$ cat src/core/gkd_pkg.sv
// package: constants, register map and carrier types of the ground key detector
package gkd_pkg;

    // timing: 1.25 ms debounce and filter step at a 5 ns clock
    localparam int unsigned CLK_PERIOD_PS  = 5000;
    localparam int unsigned STEP_PERIOD_US = 1250;
    localparam int unsigned STEP_CYCLES    = (STEP_PERIOD_US * 1000000) / CLK_PERIOD_PS;

    // register byte addresses
    localparam int unsigned ADDR_W = 8;
    localparam logic [7:0] ADDR_LINEFEED     = 8'h00;
    localparam logic [7:0] ADDR_LOOP_RT_STAT = 8'h04;
    localparam logic [7:0] ADDR_IRQ_VEC_TWO  = 8'h08;
    localparam logic [7:0] ADDR_IRQ_EN_TWO   = 8'h0C;
    localparam logic [7:0] ADDR_GK_DBI       = 8'h10;
    localparam logic [7:0] ADDR_LONG_CUR     = 8'h14;
    localparam logic [7:0] ADDR_GK_EN_TH     = 8'h18;
    localparam logic [7:0] ADDR_GK_REL_TH    = 8'h1C;
    localparam logic [7:0] ADDR_GK_COEF      = 8'h20;
    localparam logic [7:0] ADDR_LOOP_OFFHK   = 8'h24;
    localparam logic [7:0] ADDR_LOOP_DBI     = 8'h28;

    // field positions (status and both interrupt registers share the layout)
    localparam int unsigned BIT_GK   = 0;
    localparam int unsigned BIT_LOOP = 1;
    localparam int unsigned NUM_DET  = 2;
    localparam int unsigned LF_W     = 3;

    // linefeed codes
    localparam logic [2:0] LF_FWD_ACTIVE = 3'h1;
    localparam logic [2:0] LF_TIP_OPEN   = 3'h3;
    localparam logic [2:0] LF_REV_ACTIVE = 3'h5;
    localparam logic [2:0] LF_RING_OPEN  = 3'h7;

    // filter
    localparam logic [15:0] COEF_MASK      = 16'hFFF8;
    localparam int unsigned COEF_FRAC_BITS = 14;

    // reset values
    localparam logic [15:0] RST_GK_COEF = 16'h0A10;
    localparam logic [15:0] RST_TH      = 16'h0000;
    localparam logic [15:0] RST_DBI     = 16'h0000;
    localparam logic [2:0]  RST_LF      = 3'h0;

    // axi responses
    localparam logic [1:0] RESP_OKAY   = 2'h0;
    localparam logic [1:0] RESP_SLVERR = 2'h2;

    // transistor currents from the monitor, signed
    typedef struct packed {
        logic signed [15:0] q1;
        logic signed [15:0] q2;
        logic signed [15:0] q5;
        logic signed [15:0] q6;
    } sense_t;

    // terminal ground indications
    typedef struct packed {
        logic tip_gnd;
        logic ring_gnd;
    } ground_t;

endpackage

$ cat src/core/ground_key_detector.sv
// module: ground key detector with loop closure, linefeed shadow and axi4-lite registers
`timescale 1ns/10ps
module ground_key_detector
    import gkd_pkg::*;
#(
    parameter int unsigned STEP_CYC = STEP_CYCLES
)
(
    // clock and reset
    input  wire logic                aclk,
    input  wire logic                aresetn,
    // axi4-lite write address
    input  wire logic                awvalid,
    output logic                     awready,
    input  wire logic [ADDR_W-1:0]   awaddr,
    // axi4-lite write data
    input  wire logic                wvalid,
    output logic                     wready,
    input  wire logic [31:0]         wdata,
    input  wire logic [3:0]          wstrb,
    // axi4-lite write response
    output logic                     bvalid,
    input  wire logic                bready,
    output logic [1:0]               bresp,
    // axi4-lite read address
    input  wire logic                arvalid,
    output logic                     arready,
    input  wire logic [ADDR_W-1:0]   araddr,
    // axi4-lite read data
    output logic                     rvalid,
    input  wire logic                rready,
    output logic [31:0]              rdata,
    output logic [1:0]               rresp,
    // line measurements
    input  wire sense_t              sense,
    input  wire logic signed [15:0]  loop_current,
    input  wire ground_t             ground,
    // linefeed drive and interrupt
    output logic [LF_W-1:0]          linefeed_state,
    output logic                     irq
);

    ////////////////////////////////////////////////////////////////////////////
    // declarations

    logic                     awready_ff;
    logic                     wready_ff;
    logic                     bvalid_ff;
    logic [1:0]               bresp_ff;
    logic                     arready_ff;
    logic                     rvalid_ff;
    logic [31:0]              rdata_ff;
    logic [1:0]               rresp_ff;
    logic [ADDR_W-1:0]        waddr_ff;
    logic [31:0]              wdata_ff;
    logic [3:0]               wstrb_ff;
    logic                     wr_go;
    logic                     wr_hit;

    logic [LF_W-1:0]          shadow_ff;
    logic [NUM_DET-1:0]       irq_vec_ff;
    logic [NUM_DET-1:0]       irq_en_ff;
    logic                     irq_ff;
    logic [15:0]              gk_dbi_ff;
    logic [15:0]              gk_en_th_ff;
    logic [15:0]              gk_rel_th_ff;
    logic [15:0]              gk_coef_ff;
    logic [15:0]              loop_offhk_ff;
    logic [15:0]              loop_dbi_ff;

    logic [17:0]              step_cnt_ff;
    logic                     step_ff;

    logic                     open_state;
    logic signed [17:0]       long_sum;
    logic signed [15:0]       long_cur_ff;
    logic signed [15:0]       filt_ff;
    logic signed [33:0]       filt_delta;
    logic [16:0]              filt_mag;
    logic [16:0]              loop_mag;
    logic                     gk_cmp_ff;

    logic [NUM_DET-1:0]       det_in;
    logic [NUM_DET-1:0]       det_gate;
    logic [15:0]              det_ivl   [NUM_DET];
    logic [15:0]              det_cnt_ff [NUM_DET];
    logic                     det_ff    [NUM_DET];
    logic                     det_q_ff  [NUM_DET];
    logic [NUM_DET-1:0]       det_chg;
    logic                     loop_rise;

    ////////////////////////////////////////////////////////////////////////////
    // axi4-lite write side: address and data taken in either order

    always_ff @(posedge aclk)
    begin
        if (!aresetn)
        begin
            awready_ff <= 1'b1;
            wready_ff  <= 1'b1;
            bvalid_ff  <= 1'b0;
            bresp_ff   <= RESP_OKAY;
            waddr_ff   <= '0;
            wdata_ff   <= '0;
            wstrb_ff   <= '0;
        end
        else
        begin
            if (awvalid && awready_ff)
            begin
                awready_ff <= 1'b0;
                waddr_ff   <= awaddr;
            end
            if (wvalid && wready_ff)
            begin
                wready_ff <= 1'b0;
                wdata_ff  <= wdata;
                wstrb_ff  <= wstrb;
            end
            if (wr_go)
            begin
                bvalid_ff <= 1'b1;
                bresp_ff  <= wr_hit ? RESP_OKAY : RESP_SLVERR;
            end
            if (bvalid_ff && bready)
            begin
                bvalid_ff  <= 1'b0;
                awready_ff <= 1'b1;
                wready_ff  <= 1'b1;
            end
        end
    end

    assign wr_go = !awready_ff && !wready_ff && !bvalid_ff;

    always_comb
    begin
        case (waddr_ff)
            ADDR_LINEFEED, ADDR_IRQ_VEC_TWO, ADDR_IRQ_EN_TWO, ADDR_GK_DBI,
            ADDR_GK_EN_TH, ADDR_GK_REL_TH, ADDR_GK_COEF, ADDR_LOOP_OFFHK,
            ADDR_LOOP_DBI:
                wr_hit = 1'b1;
            // read-only words answer okay and ignore the data
            ADDR_LOOP_RT_STAT, ADDR_LONG_CUR:
                wr_hit = 1'b1;
            default:
                wr_hit = 1'b0;
        endcase
    end

    ////////////////////////////////////////////////////////////////////////////
    // software-written configuration

    always_ff @(posedge aclk)
    begin
        if (!aresetn)
        begin
            irq_en_ff     <= '0;
            gk_dbi_ff     <= RST_DBI;
            gk_en_th_ff   <= RST_TH;
            gk_rel_th_ff  <= RST_TH;
            gk_coef_ff    <= RST_GK_COEF;
            loop_offhk_ff <= RST_TH;
            loop_dbi_ff   <= RST_DBI;
        end
        else if (wr_go)
        begin
            case (waddr_ff)
                ADDR_IRQ_EN_TWO:
                    if (wstrb_ff[0]) irq_en_ff <= wdata_ff[NUM_DET-1:0];
                ADDR_GK_DBI:
                begin
                    if (wstrb_ff[0]) gk_dbi_ff[7:0]  <= wdata_ff[7:0];
                    if (wstrb_ff[1]) gk_dbi_ff[15:8] <= wdata_ff[15:8];
                end
                ADDR_GK_EN_TH:
                begin
                    if (wstrb_ff[0]) gk_en_th_ff[7:0]  <= wdata_ff[7:0];
                    if (wstrb_ff[1]) gk_en_th_ff[15:8] <= wdata_ff[15:8];
                end
                ADDR_GK_REL_TH:
                begin
                    if (wstrb_ff[0]) gk_rel_th_ff[7:0]  <= wdata_ff[7:0];
                    if (wstrb_ff[1]) gk_rel_th_ff[15:8] <= wdata_ff[15:8];
                end
                ADDR_GK_COEF:
                begin
                    if (wstrb_ff[0]) gk_coef_ff[7:0]  <= wdata_ff[7:0] & COEF_MASK[7:0];
                    if (wstrb_ff[1]) gk_coef_ff[15:8] <= wdata_ff[15:8];
                end
                ADDR_LOOP_OFFHK:
                begin
                    if (wstrb_ff[0]) loop_offhk_ff[7:0]  <= wdata_ff[7:0];
                    if (wstrb_ff[1]) loop_offhk_ff[15:8] <= wdata_ff[15:8];
                end
                ADDR_LOOP_DBI:
                begin
                    if (wstrb_ff[0]) loop_dbi_ff[7:0]  <= wdata_ff[7:0];
                    if (wstrb_ff[1]) loop_dbi_ff[15:8] <= wdata_ff[15:8];
                end
                default:
                begin
                end
            endcase
        end
    end

    ////////////////////////////////////////////////////////////////////////////
    // linefeed shadow: software sets it, loop closure moves it to active

    assign loop_rise = det_chg[BIT_LOOP] && det_ff[BIT_LOOP];

    always_ff @(posedge aclk)
    begin
        if (!aresetn)
            shadow_ff <= RST_LF;
        else if (wr_go && waddr_ff == ADDR_LINEFEED && wstrb_ff[0])
            shadow_ff <= wdata_ff[LF_W-1:0];
        else if (loop_rise && shadow_ff == LF_TIP_OPEN && ground.ring_gnd)
            shadow_ff <= LF_FWD_ACTIVE;
        else if (loop_rise && shadow_ff == LF_RING_OPEN && ground.tip_gnd)
            shadow_ff <= LF_REV_ACTIVE;
    end

    assign open_state = (shadow_ff == LF_TIP_OPEN) || (shadow_ff == LF_RING_OPEN);

    ////////////////////////////////////////////////////////////////////////////
    // 1.25 ms step enable for the filter and both debouncers

    always_ff @(posedge aclk)
    begin
        if (!aresetn || step_cnt_ff == 18'(STEP_CYC - 1))
            step_cnt_ff <= '0;
        else
            step_cnt_ff <= step_cnt_ff + 18'h1;
    end

    always_ff @(posedge aclk)
    begin
        if (!aresetn)
            step_ff <= 1'b0;
        else
            step_ff <= (step_cnt_ff == 18'(STEP_CYC - 1));
    end

    ////////////////////////////////////////////////////////////////////////////
    // longitudinal current and low-pass filter

    assign long_sum = 18'(sense.q1) - 18'(sense.q6) - 18'(sense.q5) + 18'(sense.q2);

    always_ff @(posedge aclk)
    begin
        if (!aresetn || !open_state)
            long_cur_ff <= '0;
        else
            long_cur_ff <= long_sum[16:1];
    end

    // first-order step toward the input; 4000h reaches it in one step
    assign filt_delta = (34'(long_cur_ff) - 34'(filt_ff)) * $signed({18'h0, gk_coef_ff & COEF_MASK});

    always_ff @(posedge aclk)
    begin
        if (!aresetn || !open_state)
            filt_ff <= '0;
        else if (step_ff)
            filt_ff <= filt_ff + 16'(filt_delta >>> COEF_FRAC_BITS);
    end

    // magnitude compare: a grounded ring drives the current negative, a grounded tip drives it positive
    assign filt_mag = filt_ff[15] ? 17'(-(17'(filt_ff))) : 17'(filt_ff);
    assign loop_mag = loop_current[15] ? 17'(-(17'(loop_current))) : 17'(loop_current);

    always_ff @(posedge aclk)
    begin
        if (!aresetn || !open_state)
            gk_cmp_ff <= 1'b0;
        else if (!gk_cmp_ff && filt_mag > {1'b0, gk_en_th_ff})
            gk_cmp_ff <= 1'b1;
        else if (gk_cmp_ff && filt_mag < {1'b0, gk_rel_th_ff})
            gk_cmp_ff <= 1'b0;
    end

    ////////////////////////////////////////////////////////////////////////////
    // debouncers: channel 0 ground key, channel 1 loop closure

    assign det_in[BIT_GK]     = gk_cmp_ff;
    assign det_in[BIT_LOOP]   = loop_mag > {1'b0, loop_offhk_ff};
    assign det_gate[BIT_GK]   = open_state;
    assign det_gate[BIT_LOOP] = 1'b1;
    assign det_ivl[BIT_GK]    = gk_dbi_ff;
    assign det_ivl[BIT_LOOP]  = loop_dbi_ff;

    for (genvar ch = 0; ch < NUM_DET; ch++)
    begin : g_deb
        // any return to agreement restarts the interval from zero
        always_ff @(posedge aclk)
        begin
            if (!aresetn || !det_gate[ch])
            begin
                det_cnt_ff[ch] <= '0;
                det_ff[ch]     <= 1'b0;
            end
            else if (det_in[ch] == det_ff[ch])
                det_cnt_ff[ch] <= '0;
            else if (det_ivl[ch] == '0 || (step_ff && 17'(det_cnt_ff[ch]) + 17'h1 >= 17'(det_ivl[ch])))
            begin
                det_cnt_ff[ch] <= '0;
                det_ff[ch]     <= det_in[ch];
            end
            else if (step_ff)
                det_cnt_ff[ch] <= det_cnt_ff[ch] + 16'h1;
        end

        always_ff @(posedge aclk)
        begin
            if (!aresetn)
                det_q_ff[ch] <= 1'b0;
            else
                det_q_ff[ch] <= det_ff[ch];
        end

        assign det_chg[ch] = det_ff[ch] != det_q_ff[ch];
    end

    ////////////////////////////////////////////////////////////////////////////
    // interrupts: change sets pending, write one clears, set wins

    always_ff @(posedge aclk)
    begin
        if (!aresetn)
            irq_vec_ff <= '0;
        else if (wr_go && waddr_ff == ADDR_IRQ_VEC_TWO && wstrb_ff[0])
            irq_vec_ff <= (irq_vec_ff & ~wdata_ff[NUM_DET-1:0]) | det_chg;
        else
            irq_vec_ff <= irq_vec_ff | det_chg;
    end

    always_ff @(posedge aclk)
    begin
        if (!aresetn)
            irq_ff <= 1'b0;
        else
            irq_ff <= |(irq_vec_ff & irq_en_ff);
    end

    ////////////////////////////////////////////////////////////////////////////
    // axi4-lite read side

    always_ff @(posedge aclk)
    begin
        if (!aresetn)
        begin
            arready_ff <= 1'b1;
            rvalid_ff  <= 1'b0;
            rdata_ff   <= '0;
            rresp_ff   <= RESP_OKAY;
        end
        else if (arvalid && arready_ff)
        begin
            arready_ff <= 1'b0;
            rvalid_ff  <= 1'b1;
            rresp_ff   <= RESP_OKAY;
            case (araddr)
                ADDR_LINEFEED:     rdata_ff <= {29'h0, shadow_ff};
                ADDR_LOOP_RT_STAT: rdata_ff <= {30'h0, det_ff[BIT_LOOP], det_ff[BIT_GK]};
                ADDR_IRQ_VEC_TWO:  rdata_ff <= {30'h0, irq_vec_ff};
                ADDR_IRQ_EN_TWO:   rdata_ff <= {30'h0, irq_en_ff};
                ADDR_GK_DBI:       rdata_ff <= {16'h0, gk_dbi_ff};
                ADDR_LONG_CUR:     rdata_ff <= {16'h0, long_cur_ff};
                ADDR_GK_EN_TH:     rdata_ff <= {16'h0, gk_en_th_ff};
                ADDR_GK_REL_TH:    rdata_ff <= {16'h0, gk_rel_th_ff};
                ADDR_GK_COEF:      rdata_ff <= {16'h0, gk_coef_ff};
                ADDR_LOOP_OFFHK:   rdata_ff <= {16'h0, loop_offhk_ff};
                ADDR_LOOP_DBI:     rdata_ff <= {16'h0, loop_dbi_ff};
                default:
                begin
                    rdata_ff <= '0;
                    rresp_ff <= RESP_SLVERR;
                end
            endcase
        end
        else if (rvalid_ff && rready)
        begin
            rvalid_ff  <= 1'b0;
            arready_ff <= 1'b1;
        end
    end

    ////////////////////////////////////////////////////////////////////////////
    // outputs

    assign awready        = awready_ff;
    assign wready         = wready_ff;
    assign bvalid         = bvalid_ff;
    assign bresp          = bresp_ff;
    assign arready        = arready_ff;
    assign rvalid         = rvalid_ff;
    assign rdata          = rdata_ff;
    assign rresp          = rresp_ff;
    assign linefeed_state = shadow_ff;
    assign irq            = irq_ff;

endmodule

$ cat config.mk
export PLATFORM = sky130hd
export DESIGN_NAME = ground_key_detector
export DESIGN_NICKNAME = d
export VERILOG_FILES = /design/src/core/gkd_pkg.sv /design/src/core/ground_key_detector.sv
export SDC_FILE = /design/constraint.sdc
export NUM_CORES = 1
export LEC_CHECK = 0
export BUFFER_PORTS_ARGS = -buffer_cell sky130_fd_sc_hd__buf_2
export CORE_UTILIZATION = 62
export CTS_CLUSTER_SIZE = 20
export DETAILED_ROUTE_END_ITERATION = 8
export HOLD_SLACK_MARGIN = 0.03
export PLACE_DENSITY = 0.83
export SLEW_MARGIN = 0
export SYNTH_ARGS = -nofsm -noshare
export SYNTH_HDL_FRONTEND = slang
export SYNTH_SLANG_ARGS = --single-unit
export TNS_END_PERCENT = 1
$ cat constraint.sdc
create_clock -name aclk -period 12.7 [get_ports aclk]
set_input_delay 0.635 -clock aclk [delete_from_list [all_inputs] [get_ports aclk]]
set_output_delay 0.635 -clock aclk [all_outputs]
set_load 0.01 [all_outputs]
==> results of run 1 <==
-- synthesized netlist by cell type, types with 3 or more instances --
library cell,number,area share
sky130_fd_sc_hd__inv_1,392,0.064
sky130_fd_sc_hd__nand2_1,238,0.039
sky130_fd_sc_hd__fa_1,221,0.19
sky130_fd_sc_hd__dfxtp_1,205,0.18
sky130_fd_sc_hd__ha_1,198,0.11
sky130_fd_sc_hd__nor2b_1,156,0.043
sky130_fd_sc_hd__nor2_1,116,0.019
sky130_fd_sc_hd__mux2i_1,108,0.047
sky130_fd_sc_hd__and2_1,94,0.026
sky130_fd_sc_hd__xnor2_1,93,0.036
sky130_fd_sc_hd__clkbuf_1,85,0.014
sky130_fd_sc_hd__a21oi_1,66,0.014
sky130_fd_sc_hd__nand3_1,60,0.013
sky130_fd_sc_hd__o21ai_0,46,0.010
sky130_fd_sc_hd__xor2_1,42,0.016
sky130_fd_sc_hd__a21boi_0,38,0.012
sky130_fd_sc_hd__edfxtp_1,33,0.043
sky130_fd_sc_hd__a21o_1,30,0.0099
sky130_fd_sc_hd__a22oi_1,30,0.0099
sky130_fd_sc_hd__nor3_1,26,0.0057
sky130_fd_sc_hd__a31oi_1,23,0.0063
sky130_fd_sc_hd__and3_1,23,0.0063
sky130_fd_sc_hd__o21a_1,23,0.0076
sky130_fd_sc_hd__nand4_1,22,0.0060
sky130_fd_sc_hd__nand2b_1,21,0.0058
sky130_fd_sc_hd__nor4_1,21,0.0058
sky130_fd_sc_hd__buf_4,18,0.0059
sky130_fd_sc_hd__a222oi_1,15,0.0066
sky130_fd_sc_hd__or3_1,12,0.0033
sky130_fd_sc_hd__o31ai_1,11,0.0036
sky130_fd_sc_hd__a211oi_1,9,0.0030
sky130_fd_sc_hd__nor2b_2,8,0.0031
sky130_fd_sc_hd__nor4b_1,6,0.0023
sky130_fd_sc_hd__o41ai_1,6,0.0023
sky130_fd_sc_hd__and4_1,5,0.0019
sky130_fd_sc_hd__nand3b_1,4,0.0013
sky130_fd_sc_hd__buf_1,3,0.00049
sky130_fd_sc_hd__o2111ai_1,3,0.0012
sky130_fd_sc_hd__o211a_1,3,0.0013
sky130_fd_sc_hd__o211ai_1,3,0.00099
sky130_fd_sc_hd__o21bai_1,3,0.00099
sky130_fd_sc_hd__o221ai_1,3,0.0012
sky130_fd_sc_hd__o22ai_1,3,0.00082
-- per-layer routing --
| layer | vias up | wire, um | global-route usage |
|---|---|---|---|
| met2 | 758 | 27900 | 0.539 |
| met4 | 0 | 2600 | 0.136 |
| met3 | 160 | 4650 | 0.0428 |
| met1 | 8929 | 23100 | 0.398 |
| met5 | - | 0 | 0 |
| li1 | 8596 | - | - |
-- flip-flops by register name, summed over array words and instances (netlist names), 8 cells and up --
signal and count:
det_cnt_ff 32, step_cnt_ff 18, filt_ff 16, gk_dbi_ff 16, gk_en_th_ff 16, gk_rel_th_ff 16
long_cur_ff 16, loop_dbi_ff 16, loop_offhk_ff 16, rdata 16, wdata_ff 16, gk_coef_ff 13
waddr_ff 8
-- kinds of logic after synthesis --
kind of cell / share of synthesized area
mux: 0.0488
buf+inv: 0.0855
other cells: 0.000164
fa+ha+maj: 0.302
flops: 0.223
xor+xnor: 0.0538
compound gates: 0.101
simple gates: 0.186
-- stage by stage --
| stage | power (W) | util |
|---|---|---|
| after floorplan | 0.000977 | - |
| after global routing | 0.00187 | 0.690 |
| final | 0.00181 | 0.691 |
| after global placement | 0.00103 | 0.666 |
| after detailed placement | 0.00104 | 0.666 |
| after CTS | 0.00181 | 0.690 |
-- power groups by stage --
stage,combinational [W],sequential [W],clock (W)
6_report,0.000242,0.000787,0.000779
4_1_cts,0.000241,0.000786,0.000781
3_3_place_gp,0.000230,0.000802,0
2_1_floorplan,0.000183,0.000794,0
3_5_place_dp,0.000240,0.000803,0
5_1_grt,0.000273,0.000787,0.000809
-- layout make-up --
| type | instances | area share |
|---|---|---|
| multi-input combinational | 1842 | 0.639 |
| clock buffer | 26 | 0.0258 |
| antenna | 2 | 0.000202 |
| sequential | 238 | 0.205 |
| tap | 461 | 0.0233 |
| inverter | 392 | 0.0593 |
| clock inverter | 20 | 0.00964 |
| timing repair buffer | 173 | 0.0374 |
-- how the worst min path moves through the flow --
stage	startpoint	to	slack (ns)
6_report	wvalid	wready$_SDFFE_PP1P_	0.30
5_1_grt	wvalid	wready$_SDFFE_PP1P_	0.34
3_3_place_gp	step_cnt_ff[0]$_SDFF_PP0_	step_cnt_ff[0]$_SDFF_PP0_	0.44
3_5_place_dp	step_cnt_ff[0]$_SDFF_PP0_	step_cnt_ff[0]$_SDFF_PP0_	0.46
4_1_cts	wvalid	wready$_SDFFE_PP1P_	0.30
2_1_floorplan	step_cnt_ff[0]$_SDFF_PP0_	step_cnt_ff[0]$_SDFF_PP0_	0.43
==> metrics.csv, run 1 <==
metric,value,unit
number of register bits inferred by synthesis,238,
worst slack after detailed placement,2.54,ns
register area share after synthesis,0.223,
total of max-cap violations,0,
Clk network pwr share,0.431,
residual overflow from global routing,0,
Post-Route Skew,0.0258,ns
slowest CP cell,sky130_fd_sc_hd__fa_1,
share of synthesized flip-flops with an asynchronous set or reset,0,
cells after synthesis,2563,
Ys Warns,0,
pin count of the biggest net entering global routing,88,
buffer type at the clock tree root,sky130_fd_sc_hd__clkbuf_16,
clock buffer count from CTS,25,
number of cells upsized or downsized after cts,0,
Net Switching,0.000488,W
critical path class,reg2reg,
Detailed Route WL,58300,um
CTS tree,built,
Setup Total Neg Slack,0,ns
final setup violating endpoints,0,
post-detailed-route wirelength per cell,18.5,um
antenna violations before repair,2,
most frequently used flop master after synthesis,sky130_fd_sc_hd__dfxtp_1,
Critical path buffers and inverters,5,
violated checks,design-rule violations,
Pins Over Slew Limit,0,
Unique masters post-synth,72,
# hold bufs at CTS,0,
FF/Latch Area,5090,um2
DRC violations left,6,
nets@finish,3232,
first-pass GRT wire length,95200,um
startpoint types,flop,
average via count per standard cell,5.85,
final hold slack,0.302,ns
most frequent cells in the layout,"sky130_fd_sc_hd__inv_1 (392), sky130_fd_sc_hd__nand2_1 (238), sky130_fd_sc_hd__fa_1 (221)",
P per Cell Area,72.9,nW/um2
clock sink total,238,
Die ar.,37600,um2
Logic pwr share,0.134,
remaining max-slew budget at the tightest pin,0.155,
cell depth of the worst hold path,2,
Achievable Freq,97.6,MHz
setup repair after global routing missed its margin,false,
# H-tree levels,1,
total number of vias,18400,
fraction of layout cells with a size suffix above 1,0.0866,
gr usage total,0.315,
Final WS setup,2.45,ns
weighted congestion reported at the end of routability-driven placement,0.961,
antenna-violating nets left,0,
worst r2r path cells,39,
"commonest non-fill, non-tap cell in the layout",sky130_fd_sc_hd__inv_1,
critical path's most frequent cell,sky130_fd_sc_hd__fa_1,
Worst Hold Class,in2reg,
multi-input combinational cell area,15800,um2
reported leakage power,11.8,nW
worst setup path startpoint,filt_ff[1]$_SDFFE_PP0P_,
Ports,186,
Reg power frac,0.436,
highest cell delay on the worst timing path,0.57,ns
core region area,35900,um2
worst reg2reg setup slack,2.45,ns
Post-CTS Repair Setup Buffers,0,
number of flops mapped to enable cells by yosys,33,
Reg2Reg Capture Point,filt_ff[15]$_SDFFE_PP0P_,
detailed router's first-iteration violation count,1539,
Crit. End Element,flop,
Critical Path Sink,filt_ff[15]$_SDFFE_PP0P_,
Filler Cells Inserted,2777,
Placement Rows,69,
worst path arrival time,10.71,ns
clock buffer depth,3,
required time of the critical path,13.16,ns
Die Height,194,um
RR Startpoint,filt_ff[1]$_SDFFE_PP0P_,
layout overhead on the synthesized area,8.63,%
number of detailed-route iterations in the first pass,9,
number of global-route vias before repair,19000,
Top Family by Delay on Critical Path,adder cells,
HPWL Detailed,45300,um
Final Cell Area,24800,um2
number of cells on the critical path,39,
worst voltage drop across the vdd grid,117,uV
count of placed standard cells including taps,3106,
internal power,0.00132,W
Placed Instance Area,23900,um2
Worst Path Max Fanout,7,
worst skew pair latency,0.56,ns
"Hold Vio Cnt, Final",0,
Die W,194,um
switching fraction of total power,0.270,
starting density of the core,0.636,
non-filler cells in the finished layout,3154,
share of the clock period used by the worst path,0.807,
result of the run,finished with violations,
actual transition at the worst max-transition pin,1.26,ns
number of buffer cells added on primary ports,149,
Tmin final,10.25,ns
clock input transition at the sequential cells of the worst setup and hold paths,0.07,ns
synthesized area divided by synthesized cell count,8.91,um2
cell area after synthesis,22800,um2
No activity file was read; power rests on OpenSTA's default activity.
==> run 2: changes to the inputs <==
--- a/config.mk
+++ b/config.mk
@@ -6,11 +6,11 @@
 export NUM_CORES = 1
 export LEC_CHECK = 0
 export BUFFER_PORTS_ARGS = -buffer_cell sky130_fd_sc_hd__buf_2
-export CORE_UTILIZATION = 62
+export CORE_UTILIZATION = 56
 export CTS_CLUSTER_SIZE = 20
 export DETAILED_ROUTE_END_ITERATION = 8
 export HOLD_SLACK_MARGIN = 0.03
-export PLACE_DENSITY = 0.83
+export PLACE_DENSITY = 0.79
 export SLEW_MARGIN = 0
 export SYNTH_ARGS = -nofsm -noshare
 export SYNTH_HDL_FRONTEND = slang
==> constraint.sdc (replaced) <==
create_clock -name aclk -period 9.2 [get_ports aclk]
set_input_delay 0.46 -clock aclk [delete_from_list [all_inputs] [get_ports aclk]]
set_output_delay 0.46 -clock aclk [all_outputs]
set_load 0.01 [all_outputs]
==> metrics.csv, run 2 (synthesized netlist as in run 1, its figures left out) <==
metric,value,unit,change
result of the run,finished with violations,,unchanged
violated checks,negative setup slack,,was design-rule violations
worst slack after detailed placement,-0.563,ns,was 2.54 ns
antenna violations before repair,2,,unchanged
FF/Latch Area,5100,um2,was 5090 um2
PnR Total Power,0.00255,W,was 0.00181 W
P per Cell Area,96.4,nW/um2,was 72.9 nW/um2
worst voltage drop across the vdd grid,136,uV,was 117 uV
Pins Over Slew Limit,0,,unchanged
worst path arrival time,9.69,ns,was 10.71 ns
Worst Hold Class,in2reg,,unchanged
reported leakage power,12.5,nW,was 11.8 nW
DRC violations left,0,,was 6
CTS tree,built,,unchanged
Crit. End Element,flop,,unchanged
slowest CP cell,sky130_fd_sc_hd__fa_1,,unchanged
count of placed standard cells including taps,3264,,was 3106
worst skew pair latency,0.56,ns,about the same
pin count of the biggest net entering global routing,92,,was 88
average via count per standard cell,5.68,,was 5.85
weighted congestion reported at the end of routability-driven placement,0.988,,was 0.961
clock input transition at the sequential cells of the worst setup and hold paths,0.07,ns,about the same
nets@finish,3349,,was 3232
final setup violating endpoints,1,,was 0
Die Height,204,um,was 194 um
number of buffer cells added on primary ports,149,,unchanged
buffer type at the clock tree root,sky130_fd_sc_hd__clkbuf_16,,unchanged
layout overhead on the synthesized area,15.8,%,was 8.63%
antenna-violating nets left,0,,unchanged
Post-Route Skew,0.0295,ns,was 0.0258 ns
actual transition at the worst max-transition pin,1.23,ns,was 1.26 ns
clock sink total,238,,unchanged
remaining max-slew budget at the tightest pin,0.175,,was 0.155
clock buffer count from CTS,25,,unchanged
startpoint types,flop,,unchanged
setup repair after global routing missed its margin,true,,was false
Filler Cells Inserted,3091,,was 2777
Achievable Freq,108,MHz,was 97.6 MHz
Die W,204,um,was 194 um
total of max-cap violations,0,,unchanged
detailed router's first-iteration violation count,1695,,was 1539
Ports,186,,unchanged
most frequent cells in the layout,"sky130_fd_sc_hd__inv_1 (382), sky130_fd_sc_hd__nand2_1 (237), sky130_fd_sc_hd__fa_1 (217)",,"was sky130_fd_sc_hd__inv_1 (392), sky130_fd_sc_hd__nand2_1 (238), sky130_fd_sc_hd__fa_1 (221)"
total number of vias,18900,,was 18400
core region area,40000,um2,was 35900 um2
number of global-route vias before repair,19600,,was 19000
critical path's most frequent cell,sky130_fd_sc_hd__fa_1,,unchanged
non-filler cells in the finished layout,3335,,was 3154
HPWL Detailed,47200,um,was 45300 um
Final WS setup,-0.0170,ns,was 2.45 ns
Die ar.,41600,um2,was 37600 um2
multi-input combinational cell area,16400,um2,was 15800 um2
Reg with most FFs,det_cnt_ff,,unchanged
fraction of layout cells with a size suffix above 1,0.159,,was 0.0866
"Hold Vio Cnt, Final",0,,unchanged
Placement Rows,73,,was 69
number of flip-flops in the largest register,32,,unchanged
number of detailed-route iterations in the first pass,9,,unchanged
clock buffer depth,3,,unchanged
"commonest non-fill, non-tap cell in the layout",sky130_fd_sc_hd__inv_1,,unchanged
highest cell delay on the worst timing path,0.53,ns,was 0.57 ns
first-pass GRT wire length,98200,um,was 95200 um
Final Cell Area,26400,um2,was 24800 um2
share of the core filled with cells in the final layout,0.661,,was 0.691
Worst Path Max Fanout,5,,was 7
post-detailed-route wirelength per cell,18.3,um,was 18.5 um
Detailed Route WL,61100,um,was 58300 um
residual overflow from global routing,0,,unchanged
share of the clock period used by the worst path,1.00,,was 0.807
critical path class,reg2reg,,unchanged
starting density of the core,0.571,,was 0.636
largest registers,"det_cnt_ff (32), step_cnt_ff (18)",,unchanged
Placed Instance Area,24700,um2,was 23900 um2
# hold bufs at CTS,0,,unchanged
Tmin final,9.22,ns,was 10.25 ns
gr usage total,0.295,,was 0.315
# H-tree levels,1,,unchanged
required time of the critical path,9.67,ns,was 13.16 ns
[run 2: changes by cell type in the layout (fill, tap and decap cells not counted), sizes merged]
| cell | delta |
|---|---|
| inv | -1 |
| clkinvlp | -3 |
| clkbuf | +6 |
| clkinv | -3 |
| buf | +117 |
| bufinv | +1 |
[run 2: per-stage QoR]
stage | setup TNS (ns) | hold slack, ns
after global placement | -0.447 | 0.436
after CTS | 0 | 0.103
after global routing | -0.379 | 0.106
after floorplan | 0 | 0.426
final | -0.0170 | 0.107
after detailed placement | -1.08 | 0.450
[run 2: final cells by class]
type,count,area share
multi-input combinational,1842,0.621
sequential,238,0.193
timing repair buffer,290,0.0703
inverter,392,0.0556
clock buffer,32,0.0274
tap,525,0.0248
clock inverter,14,0.00776
antenna,2,0.000189
[run 2: power breakdown]
group,switching (W),internal [W]
registers,0.0000238,0.00106
clock network,0.000453,0.000678
logic,0.000179,0.000153
[run 2: path summary, 6_finish.rpt]
path	startpoint	end	slack, ns	depth (start not counted)
setup / recovery	long_cur_ff[0]$_SDFF_PP0_	filt_ff[15]$_SDFFE_PP0P_	-0.02	40
hold / removal	wvalid	wready$_SDFFE_PP1P_	0.11	2
setup reg to reg	long_cur_ff[0]$_SDFF_PP0_	filt_ff[15]$_SDFFE_PP0P_	-0.02	40
hold reg to reg	step_cnt_ff[0]$_SDFF_PP0_	step_cnt_ff[0]$_SDFF_PP0_	0.46	1
[run 2: critical path, delay by kind of cell (launching register included)]
family / cells / cell delay (ns)
AOI/OAI and AO/OA: 14 / 2.65
xor gates and xnor gates: 3 / 0.65
adders and majority gates: 9 / 3.83
buffers and inverters: 9 / 0.89
DFF: 1 / 0.35
and+or+nand+nor: 5 / 0.74
[run 2: routing by layer]
| layer | vias to the layer above | GRT usage | part of all wire |
|---|---|---|---|
| met4 | 0 | 0.129 | 0.050 |
| li1 | 8810 | - | - |
| met1 | 9199 | 0.369 | 0.40 |
| met2 | 734 | 0.511 | 0.48 |
| met5 | - | 0 | 0 |
| met3 | 194 | 0.0370 | 0.068 |
[run 2: timing repair]
| action | in CTS | in global routing |
|---|---|---|
| pin swaps | 51 | 68 |
| resized for setup | 52 | 81 |
| endpoints found under the setup margin | 3 | 5 |
| buffers inserted | 15 | 8 |
